`config.mk`:
```
export PLATFORM = sky130hd
export DESIGN_NAME = srh_cmd_handler
export DESIGN_NICKNAME = d
export VERILOG_FILES = /design/src/pkg/srh_pkg.sv /design/src/hw/srh_lfsr.sv /design/src/hw/srh_cmd_handler.sv
export SDC_FILE = /design/constraint.sdc
export NUM_CORES = 1
export LEC_CHECK = 0
export BUFFER_PORTS_ARGS = -buffer_cell sky130_fd_sc_hd__buf_2
export CAP_MARGIN = 30
export CORE_MARGIN = 1.5
export CORE_UTILIZATION = 50
export CTS_CLUSTER_DIAMETER = 40
export DETAILED_ROUTE_END_ITERATION = 10
export HOLD_SLACK_MARGIN = 0.03
export PLACE_DENSITY = 0.72
export SETUP_SLACK_MARGIN = 0.4
export SYNTH_ARGS = -nofsm -noshare
export SYNTH_HDL_FRONTEND = slang
export SYNTH_SLANG_ARGS = --single-unit
```
`constraint.sdc`:
```
create_clock -name clk -period 4.94 [get_ports clk]
set_input_delay 0.494 -clock clk [delete_from_list [all_inputs] [get_ports clk]]
set_output_delay 0.494 -clock clk [all_outputs]
set_load 0.05 [all_outputs]
```
`src/pkg/srh_pkg.sv`:
```
// constants and types shared by the register-file and session-id command handler
package srh_pkg;

   // command codes
   localparam logic [7:0] CMD_REGFILE_WORD_READ = 8'hee;
   localparam logic [7:0] CMD_REGFILE_WORD_WRITE = 8'hef;
   localparam logic [7:0] CMD_RANDOM_VALUE_REQUEST = 8'hf0;
   localparam logic [7:0] CMD_FRESH_SESSION_ID_REQUEST = 8'hf1;
   localparam logic [7:0] CMD_SESSION_ID_ASSIGN = 8'hf2;

   // argument bytes that follow each command byte
   localparam logic [1:0] ARGS_WORD_READ = 2'h1;
   localparam logic [1:0] ARGS_WORD_WRITE = 2'h3;
   localparam logic [1:0] ARGS_RANDOM = 2'h0;
   localparam logic [1:0] ARGS_FRESH_ID = 2'h1;
   localparam logic [1:0] ARGS_ASSIGN_ID = 2'h3;

   // reply bytes, status included
   localparam logic [2:0] REPLY_WORD_READ = 3'h3;
   localparam logic [2:0] REPLY_STATUS_ONLY = 3'h1;
   localparam logic [2:0] REPLY_RANDOM = 3'h3;
   localparam logic [2:0] REPLY_FRESH_ID = 3'h6;

   // register-file layout
   localparam int REGFILE_WORDS = 8;
   localparam int WORD_BITS = 16;
   localparam int IDX_BITS = 3;
   localparam logic [4:0] RESERVED_ZERO = 5'h00;

   // reply status values; the full status coding lives elsewhere
   localparam logic [7:0] STATUS_OK = 8'h00;
   localparam logic [7:0] STATUS_INVALID = 8'h01;

   // backscatter settings byte layout
   localparam logic [2:0] BS_RESERVED = 3'h0;
   localparam logic [3:0] ENC_FM0 = 4'h0;
   localparam logic [3:0] ENC_MILLER8 = 4'h3;

   // reset values
   localparam logic [15:0] HANDLE_RESET = 16'h0000;
   localparam logic [15:0] LFSR_SEED = 16'hace1;

   typedef enum logic [3:0] {
      ST_IDLE = 4'b0001,
      ST_ARGS = 4'b0010,
      ST_REPLY = 4'b0100,
      ST_DONE = 4'b1000
   } srh_state_type;

endpackage

```
`src/hw/srh_lfsr.sv`:
```
// free-running galois lfsr used as the random number source
`timescale 1ns/100ps
module srh_lfsr
   import srh_pkg::*;
#(
   parameter int WIDTH = 16
) (
   // clock and reset
   input wire logic clk,
   input wire logic rst,
   // random value
   input wire logic advance,
   output logic [WIDTH-1:0] value
);

   // taps fixed for the 16-bit polynomial x16+x14+x13+x11+1
   initial begin
      if (WIDTH != 16) begin
         $error("srh_lfsr supports WIDTH 16 only");
      end
   end

   logic [WIDTH-1:0] state_q;
   logic [WIDTH-1:0] stepOnce;
   logic [WIDTH-1:0] stepTwice;

   assign stepOnce = {1'b0, state_q[WIDTH-1:1]} ^ (state_q[0] ? 16'hb400 : 16'h0000);
   assign stepTwice = {1'b0, stepOnce[WIDTH-1:1]} ^ (stepOnce[0] ? 16'hb400 : 16'h0000);

   // a draw takes two steps so back-to-back draws differ;
   // staying on the maximal sequence means all zeros can never lock it up
   always_ff @(posedge clk) begin
      if (rst) begin
         state_q <= LFSR_SEED;
      end else begin
         state_q <= advance ? stepTwice : stepOnce;
      end
   end

   assign value = state_q;

endmodule

```
`src/hw/srh_cmd_handler.sv`:
```
// spi slave command handler: register file words, random values, session ids
`timescale 1ns/100ps
module srh_cmd_handler
   import srh_pkg::*;
#(
   parameter int WORDS = REGFILE_WORDS
) (
   // clock and reset
   input wire logic clk,
   input wire logic rst,
   // byte stream from the spi shifter
   input wire logic frameActive,
   input wire logic rxValid,
   input wire logic [7:0] rxByte,
   // reply bytes towards the spi shifter
   output logic txValid,
   output logic [7:0] txByte,
   // device context from the protocol state machine
   input wire logic sleepState,
   input wire logic modemShared,
   input wire logic tagAcknowledged,
   input wire logic tagOpen,
   input wire logic tagSecured,
   input wire logic newSession,
   input wire logic [15:0] rn16,
   input wire logic pilotToneSelect,
   input wire logic [3:0] dataEncoding,
   // session id towards the protocol state machine
   output logic [15:0] sessionId,
   output logic sessionIdValid,
   // register file readout for on-chip logic
   input wire logic [2:0] localIdx,
   output logic [15:0] localWord
);

   initial begin
      if (WORDS != REGFILE_WORDS) begin
         $error("srh_cmd_handler: register file holds exactly 8 words");
      end
   end

   srh_state_type state_q;
   logic [7:0] cmd_q;
   logic [15:0] argBuf_q;
   logic [1:0] argLeft_q;
   logic [47:0] replyBuf_q;
   logic [2:0] replyLeft_q;
   logic [15:0] regFile_q [WORDS];
   logic [15:0] handle_q;
   logic handleValid_q;
   logic [15:0] localWord_q;

   logic [15:0] randomValue;
   logic [7:0] execCmd;
   logic [23:0] execArgs;
   logic [1:0] argNeed;
   logic fire;
   logic [47:0] replyD;
   logic [2:0] replyLenD;
   logic wrEn;
   logic [2:0] wrIdx;
   logic [15:0] wrData;
   logic handleLoad;
   logic [15:0] handleD;
   logic idAllowed;
   logic [7:0] bsSettings;
   logic [15:0] oldId;
   logic drawRandom;

   srh_lfsr #(
      .WIDTH(16)
   ) u_lfsr (
      .clk(clk),
      .rst(rst),
      .advance(drawRandom),
      .value(randomValue)
   );

   // argument count of the byte that opens a command
   always_comb begin
      case (rxByte)
         CMD_REGFILE_WORD_READ: argNeed = ARGS_WORD_READ;
         CMD_REGFILE_WORD_WRITE: argNeed = ARGS_WORD_WRITE;
         CMD_RANDOM_VALUE_REQUEST: argNeed = ARGS_RANDOM;
         CMD_FRESH_SESSION_ID_REQUEST: argNeed = ARGS_FRESH_ID;
         CMD_SESSION_ID_ASSIGN: argNeed = ARGS_ASSIGN_ID;
         default: argNeed = 2'h0;
      endcase
   end

   // a command executes on the byte that completes it
   assign execCmd = (state_q == ST_IDLE) ? rxByte : cmd_q;
   assign execArgs = {argBuf_q, rxByte};
   assign fire = frameActive && rxValid
      && (((state_q == ST_IDLE) && (argNeed == 2'h0))
      || ((state_q == ST_ARGS) && (argLeft_q == 2'h1)));

   assign idAllowed = modemShared && (tagAcknowledged || tagOpen || tagSecured);
   assign bsSettings = {BS_RESERVED, pilotToneSelect, dataEncoding};
   assign oldId = handleValid_q ? handle_q : rn16;

   // decode and execute; the reply is built whole so every byte leaves a flop
   always_comb begin
      replyD = {STATUS_INVALID, 40'h0};
      replyLenD = REPLY_STATUS_ONLY;
      wrEn = 1'b0;
      wrIdx = execArgs[18:16];
      wrData = execArgs[15:0];
      handleLoad = 1'b0;
      handleD = randomValue;
      drawRandom = 1'b0;
      if (fire) begin
         case (execCmd)
            CMD_REGFILE_WORD_READ: begin
               // reserved bits that are not zero make the frame invalid
               if (execArgs[7:3] == RESERVED_ZERO) begin
                  replyD = {STATUS_OK, regFile_q[execArgs[2:0]], 24'h0};
                  replyLenD = REPLY_WORD_READ;
               end
            end
            CMD_REGFILE_WORD_WRITE: begin
               if (execArgs[23:19] == RESERVED_ZERO) begin
                  wrEn = 1'b1;
                  replyD = {STATUS_OK, 40'h0};
               end
            end
            CMD_RANDOM_VALUE_REQUEST: begin
               if (!sleepState) begin
                  drawRandom = 1'b1;
                  replyD = {STATUS_OK, randomValue, 24'h0};
                  replyLenD = REPLY_RANDOM;
               end
            end
            CMD_FRESH_SESSION_ID_REQUEST: begin
               if (idAllowed) begin
                  drawRandom = 1'b1;
                  handleLoad = 1'b1;
                  replyD = {STATUS_OK, randomValue, bsSettings, oldId};
                  replyLenD = REPLY_FRESH_ID;
               end
            end
            CMD_SESSION_ID_ASSIGN: begin
               if (idAllowed) begin
                  handleLoad = 1'b1;
                  handleD = execArgs[23:8];
                  replyD = {STATUS_OK, 40'h0};
               end
            end
            default: begin
               replyD = {STATUS_INVALID, 40'h0};
            end
         endcase
      end
   end

   // frame sequencing; a frame that ends early drops the rest of its reply
   always_ff @(posedge clk) begin
      if (rst) begin
         state_q <= ST_IDLE;
         cmd_q <= 8'h00;
         argLeft_q <= 2'h0;
      end else if (!frameActive) begin
         state_q <= ST_IDLE;
         argLeft_q <= 2'h0;
      end else if (rxValid) begin
         case (state_q)
            ST_IDLE: begin
               cmd_q <= rxByte;
               argLeft_q <= argNeed;
               state_q <= (argNeed == 2'h0) ? ST_REPLY : ST_ARGS;
            end
            ST_ARGS: begin
               argLeft_q <= argLeft_q - 2'h1;
               if (argLeft_q == 2'h1) begin
                  state_q <= ST_REPLY;
               end
            end
            ST_REPLY: begin
               if (replyLeft_q == 3'h1) begin
                  state_q <= ST_DONE;
               end
            end
            ST_DONE: state_q <= ST_DONE;
            default: state_q <= ST_IDLE;
         endcase
      end
   end

   // argument bytes collect most significant first
   always_ff @(posedge clk) begin
      if (rst) begin
         argBuf_q <= 16'h0000;
      end else if (!frameActive) begin
         argBuf_q <= 16'h0000;
      end else if (rxValid && (state_q == ST_ARGS)) begin
         argBuf_q <= {argBuf_q[7:0], rxByte};
      end
   end

   // reply shifts one byte per byte clocked by the master
   always_ff @(posedge clk) begin
      if (rst) begin
         replyBuf_q <= 48'h0;
         replyLeft_q <= 3'h0;
      end else if (fire) begin
         replyBuf_q <= replyD;
         replyLeft_q <= replyLenD;
      end else if (!frameActive) begin
         replyLeft_q <= 3'h0;
      end else if (rxValid && (state_q == ST_REPLY)) begin
         replyBuf_q <= {replyBuf_q[39:0], 8'h00};
         replyLeft_q <= replyLeft_q - 3'h1;
      end
   end

   assign txValid = (state_q == ST_REPLY);
   assign txByte = replyBuf_q[47:40];

   // register file; index counts from word 0 at zero
   always_ff @(posedge clk) begin
      if (rst) begin
         for (int i = 0; i < WORDS; i++) begin
            regFile_q[i] <= 16'h0000;
         end
      end else if (wrEn) begin
         regFile_q[wrIdx] <= wrData;
      end
   end

   always_ff @(posedge clk) begin
      if (rst) begin
         localWord_q <= 16'h0000;
      end else begin
         localWord_q <= regFile_q[localIdx];
      end
   end

   assign localWord = localWord_q;

   // session id; a command in the same cycle as a new session wins,
   // since the master acted on the state it had already seen
   always_ff @(posedge clk) begin
      if (rst) begin
         handle_q <= HANDLE_RESET;
         handleValid_q <= 1'b0;
      end else if (handleLoad) begin
         handle_q <= handleD;
         handleValid_q <= 1'b1;
      end else if (newSession) begin
         handleValid_q <= 1'b0;
      end
   end

   assign sessionId = handle_q;
   assign sessionIdValid = handleValid_q;

endmodule

```
# ---- Word level (Yosys, flattened, before mapping)
# Memories as Yosys holds them, arrays and structs flattened. A register that Yosys moved wholly into a read port is not among the register bits.
# Index checks and enable logic that the tools add are counted.
dict set report op_classes {
  addsub 2
  mul 0
  div 0
  n_lt_le_gt_ge 0
  n_eq_ne 18
  n_shift 0
  muxes 49
  bitwise_logic 3
  reduce_logical 26
}
# operator count
set op_table {}
lappend op_table {{$pmux W48 S5} 1}
lappend op_table {{$mux W41} 5}
lappend op_table {{$mux W48} 3}
lappend op_table {{$mux W16} 8}
lappend op_table {{$eq A8 B8 Y1 const B} 9}
lappend op_table {{$xor A15 B16 Y16} 2}
lappend op_table {{$mux W3} 6}
lappend op_table {{$mux W1} 16}
lappend op_table {{$pmux W4 S4} 1}
lappend op_table {{$reduce_or A16 Y1} 1}
lappend op_table {{$logic_not A5 Y1} 2}
lappend op_table {{$pmux W3 S3} 1}
lappend op_table {{$mux W4} 2}
lappend op_table {{$mux W8} 1}
lappend op_table {{$pmux W2 S2} 2}
lappend op_table {{$reduce_bool A2 Y1} 4}
lappend op_table {{$reduce_or A2 Y1} 4}
lappend op_table {{$logic_and A1 B1 Y1} 7}
lappend op_table {{$reduce_and A2 Y1} 3}
lappend op_table {{$eq A4 B1 Y1 const B} 1}
lappend op_table {{$eq A4 B2 Y1 const B} 1}
lappend op_table {{$eq A4 B3 Y1 const B} 1}
lappend op_table {{$eq A4 B4 Y1 const B} 1}
lappend op_table {{$mux W2} 2}
lappend op_table {{other kinds (12)} 14}
dict set report totals {
  regBits 114
  latchBits 0
  mem_bits_rw 128
  rom_bits 0
  input_bits 42
  output_inout_bits 42
  memories 1
}
# name depth word_bits rd rd_clocked_by_memory_dff wr line
set mem_list {}
lappend mem_list {regFile_q 8 16 2 1 8 srh_cmd_handler.sv:48} ;# logic [15:0] regFile_q [WORDS];

# ---- Logic depth before layout (Yosys ltp)
dict set report depth {
  word_depth 13
  mapped_depth 10
  depth_no_buf 8
}

# ---- Cells and area by module
# Synthesis repeated with hierarchy kept, for this count alone.
dict set report hier_totals {
  hier_cells 1096
  area_unflattened_um2 12612.1
}
# mod n_inst cells_per_inst area_each_um2 seq_area_each_um2
set by_module_without_submodules {}
lappend by_module_without_submodules {srh_cmd_handler 1 1030 11964.0 6125.9}
lappend by_module_without_submodules {srh_lfsr 1 66 648.1 320.3}

# ---- Worst setup path before layout
# Ideal clock, no wire load.
dict set report synth_timing {
  path_kind {register -> register}
  startpoint {register state_q[1]}
  endpoint {register replyBuf_q[29]}
  arrival_time_ps 3618
  t_required_ps 4806
  path_slack_ps 1188
  path_stages_with_launch 8
  synth_period_minus_slack_ps 3752
  path_cell_list {dfxtp_1 -> buf_6 -> nor4b_1 -> and3_1 -> clkbuf_1 -> clkbuf_1 -> mux2i_1 -> o22ai_1}
}
dict set report synth_via {
  word_cells_on_any_way 19
  cone_classes {eq/ne: 8; mux: 3; reduce/logical: 8}
}
# item line
set synth_lines {}
lappend synth_lines {{from (decl)} srh_cmd_handler.sv:42} ;# srh_state_type state_q;
lappend synth_lines {{from (signal assigned)} srh_cmd_handler.sv:170} ;# state_q <= (argNeed == 2'h0) ? ST_REPLY : ST_ARGS;
lappend synth_lines {{$eq A4 B3 Y1} -}
lappend synth_lines {{named net txValid} srh_cmd_handler.sv:16} ;# output logic txValid,
lappend synth_lines {{$logic_and A1 B1 Y1} srh_cmd_handler.sv:210} ;# end else if (rxValid && (state_q == ST_REPLY)) begin
lappend synth_lines {{$reduce_bool A2 Y1 (no line)} -}
lappend synth_lines {{$reduce_and A2 Y1 (no line)} -}
lappend synth_lines {{to (signal assigned)} srh_cmd_handler.sv:206} ;# replyBuf_q <= replyD;
lappend synth_lines {{to (signal assigned)} srh_cmd_handler.sv:211} ;# replyBuf_q <= {replyBuf_q[39:0], 8'h00};
lappend synth_lines {{to (decl)} srh_cmd_handler.sv:46} ;# logic [47:0] replyBuf_q;
# The timed path passes the listed nets, and every way through them passes these cells.
# A chain may end at the register's enable or synchronous reset.

==> metrics.txt <==
outcome complete, no violations; library cells used by synthesis 65; hpwl dp 21900 um; Placed Area 0.0130 mm^2; unrepaired setup endpoints after global routing false; post-synthesis mux area share 19.0%; initial antenna violation count 0; maximum vdd drop 268 uV; compound-cell area share of the yosys netlist 8.66%; drt first pass iters 8; CP max stage cell or4b_1; post-route setup TNS 0 ns; drt via density 5.96; gpl congestion 0.876; register area share after synthesis 52.0%; GRT overflow 0; Post-Synth Adder-Cell Area 0.303%; Async SR Flop Fraction 0%; kind of end point of the critical path flip-flop; Slew Limit Headroom 32.5%; dominant cell type by area after synthesis edfxtp_1; final hold vios 0; Primary FF master, synth dfxtp_1; first-pass GRT wire length 49200 um; Max clock buf depth 3; Power Internal 0.00408 W; Worst-Skew Late Latency 0.51 ns; clk slew on worst S/H paths 0.06 ns; post-synthesis simple-gate area fraction 15.9%; fin crit period 3.76 ns; all-layer global routing usage 24.9%; PD cells 378 mW/mm^2; Post-Synthesis Cells 1068; part of the power in combinational logic 7.7%; nets 1158; share of cells above drive strength 1 23.6%; vias 8712; critical path's largest stage delay 0.90 ns; number of remaining DRC errors 0; Final Cell Area 0.0142 mm^2; pin count of the biggest net entering global routing 49; Psw 0.00127 W; final slew viol count 0; Clock Sinks 258; fin cells 1462; vias in the first global route 8431; Die Height 161 um; Critical Setup Path Class reg -> reg; Yosys reg bits 258; Core ar. 0.0243 mm^2; WP buf/inv 1; number of nets with antenna violations after routing 0; Post-synth EDFFs 128; slew at the pin with the worst max-slew slack 1.01 ns; die width 161 um; Synth Area in XOR/XNOR 0.565%; initial core utilization 51.0%; final WL 31700 um; CTS root buffer clkbuf_16; CP arrival 3.97 ns; Sw Ratio 23.7%; FMAX 0.266 GHz; routed len/inst 21.7 um; std cell rows 57; cts hold-fix bufs 0; syn avg cell area 11.6 um^2; commonest non-fill, non-tap cells in the layout 133 x nand2_1, 131 x and2_1, 130 x dfxtp_1; Clock power frac 47.9%; max-cap viol count 0; Worst Hold Class in -> reg; Critical Path Start Type flip-flop; DRT iter0 DRCs 937; Inserted Clock Buffers 34; Layout area overhead 14.2%; Setup Fix Bufs, Post-CTS 0; number of port buffers 83; synth top area cells edfxtp_1 31%, dfxtp_1 21%, mux4_2 12%, and2_1 6.6%, mux2i_1 4.9%; Worst EP required 5.15 ns; Inst Count DP 1401; commonest non-fill, non-tap cell in the layout nand2_1; delay-heaviest family, CP compound AO/OA/AOI/OAI gates; crit path max fanout 19; Synth Net Count 1113; number of diodes 0; Mapped Area 0.0124 mm^2; Final Cycle Share 76.1%; Leakage 5.15 nW; Final setup viols 0; worst-path cell chain or4b_1 > a211oi_2 > a22o_1 > nand4b_1 > o21ai_1 > buf_4; Max Clock Skew 0.0183 ns; Yosys top cell area share 31.0%; I/O Pins 84; Syn. warnings 0; Seq pwr share 44.3%; post_cts resized 0; die footprint 0.0258 mm^2; largest family of logic cells by synthesized area multiplexers; TritonCTS clock tree built; H-Tree Depth 2
-- path summary, 6_finish.rpt --
kind              slack, ns             from  cells past startpoint         endpoint
hold reg to reg        0.45    replyBuf_q[0]                      2    replyBuf_q[0]
setup / recovery       1.18       state_q[1]                      6  regFile_q[2][7]
hold / removal         0.20  dataEncoding[2]                      3   replyBuf_q[18]
setup reg to reg       1.18       state_q[1]                      6  regFile_q[2][7]
-- power by group through the flow --
stage | Combinational [W] | Clock [W] | Sequential (W)
after floorplan | 0.000261 | 0 | 0.00243
after global placement | 0.000407 | 0 | 0.00241
after detailed placement | 0.000409 | 0 | 0.00242
after CTS | 0.000413 | 0.00258 | 0.00237
after global routing | 0.000439 | 0.00268 | 0.00238
final | 0.000413 | 0.00256 | 0.00237
-- through the flow --
stage	setup WS [ns]	hold slack [ns]	utilization [%]	power, W
floorplan	1.19	0.420	-	0.00269
global placement	1.30	0.432	53.3	0.00282
detailed placement	1.13	0.438	53.3	0.00282
CTS	1.22	0.188	58.3	0.00536
global route	0.893	0.198	58.3	0.00550
finish	1.18	0.196	58.3	0.00535
-- cells by family after synthesis --
family                   count (synthesis)
AND/OR/NAND/NOR                        374
flip-flops                             258
AO/OA/AOI/OAI                          172
multiplexers                           151
buffers and inverters                  102
XOR/XNOR                                 8
adder cells (fa/ha/maj)                  3
-- metal layers --
metal	global-route usage (%)	wire, um	up-vias
met4	8.58	917	0
li1	-	-	3999
met2	42.4	16000	361
met5	0	0	-
met3	3.59	1960	66
met1	32.8	12900	4286
-- Yosys cell counts (all sizes together), types with 2 or more instances --
cell    instances
edfxtp        128
and2          131
nor3            8
nand3           6
inv             8
o31a            2
mux2i          62
or2             3
a21oi          42
or4b            2
nor2           55
nor4            7
nand2         133
ha              3
nor4b           5
buf            31
a311oi          3
nand2b          5
xor2            8
nand3b          2
o22ai          19
o21ai          44
dfxtp         130
a221oi          2
and3            2
or4             4
mux2           25
a22oi          34
a211oi         13
and4            2
o31ai           2
clkbuf         63
mux4           64
a31oi           2
-- sequential cells by signal, summed over array words and instances, names as in the netlist --
register        count
localWord          16
regFile_q         128
state_q             4
replyBuf_q         48
argLeft_q           2
sessionId          16
u_lfsr.value       16
replyLeft_q         3
cmd_q               8
sessionIdValid      1
argBuf_q           16
-- cell type report --
cell class / count / area [um^2]
clock inverters: 20 / 218
inverters: 8 / 30.0
fillers: 1974 / 10200
multi-input cells: 708 / 5520
clock buffers: 41 / 982
flip-flops and latches: 258 / 6450
repair buffers: 103 / 566
well taps: 324 / 405
-- worst min-delay path, cell delays in order --
cell	delay, ns
buf_2	0.08
nand2_1	0.04
o21ai_1	0.05
Note: power is estimated with default switching activity, not from simulation.
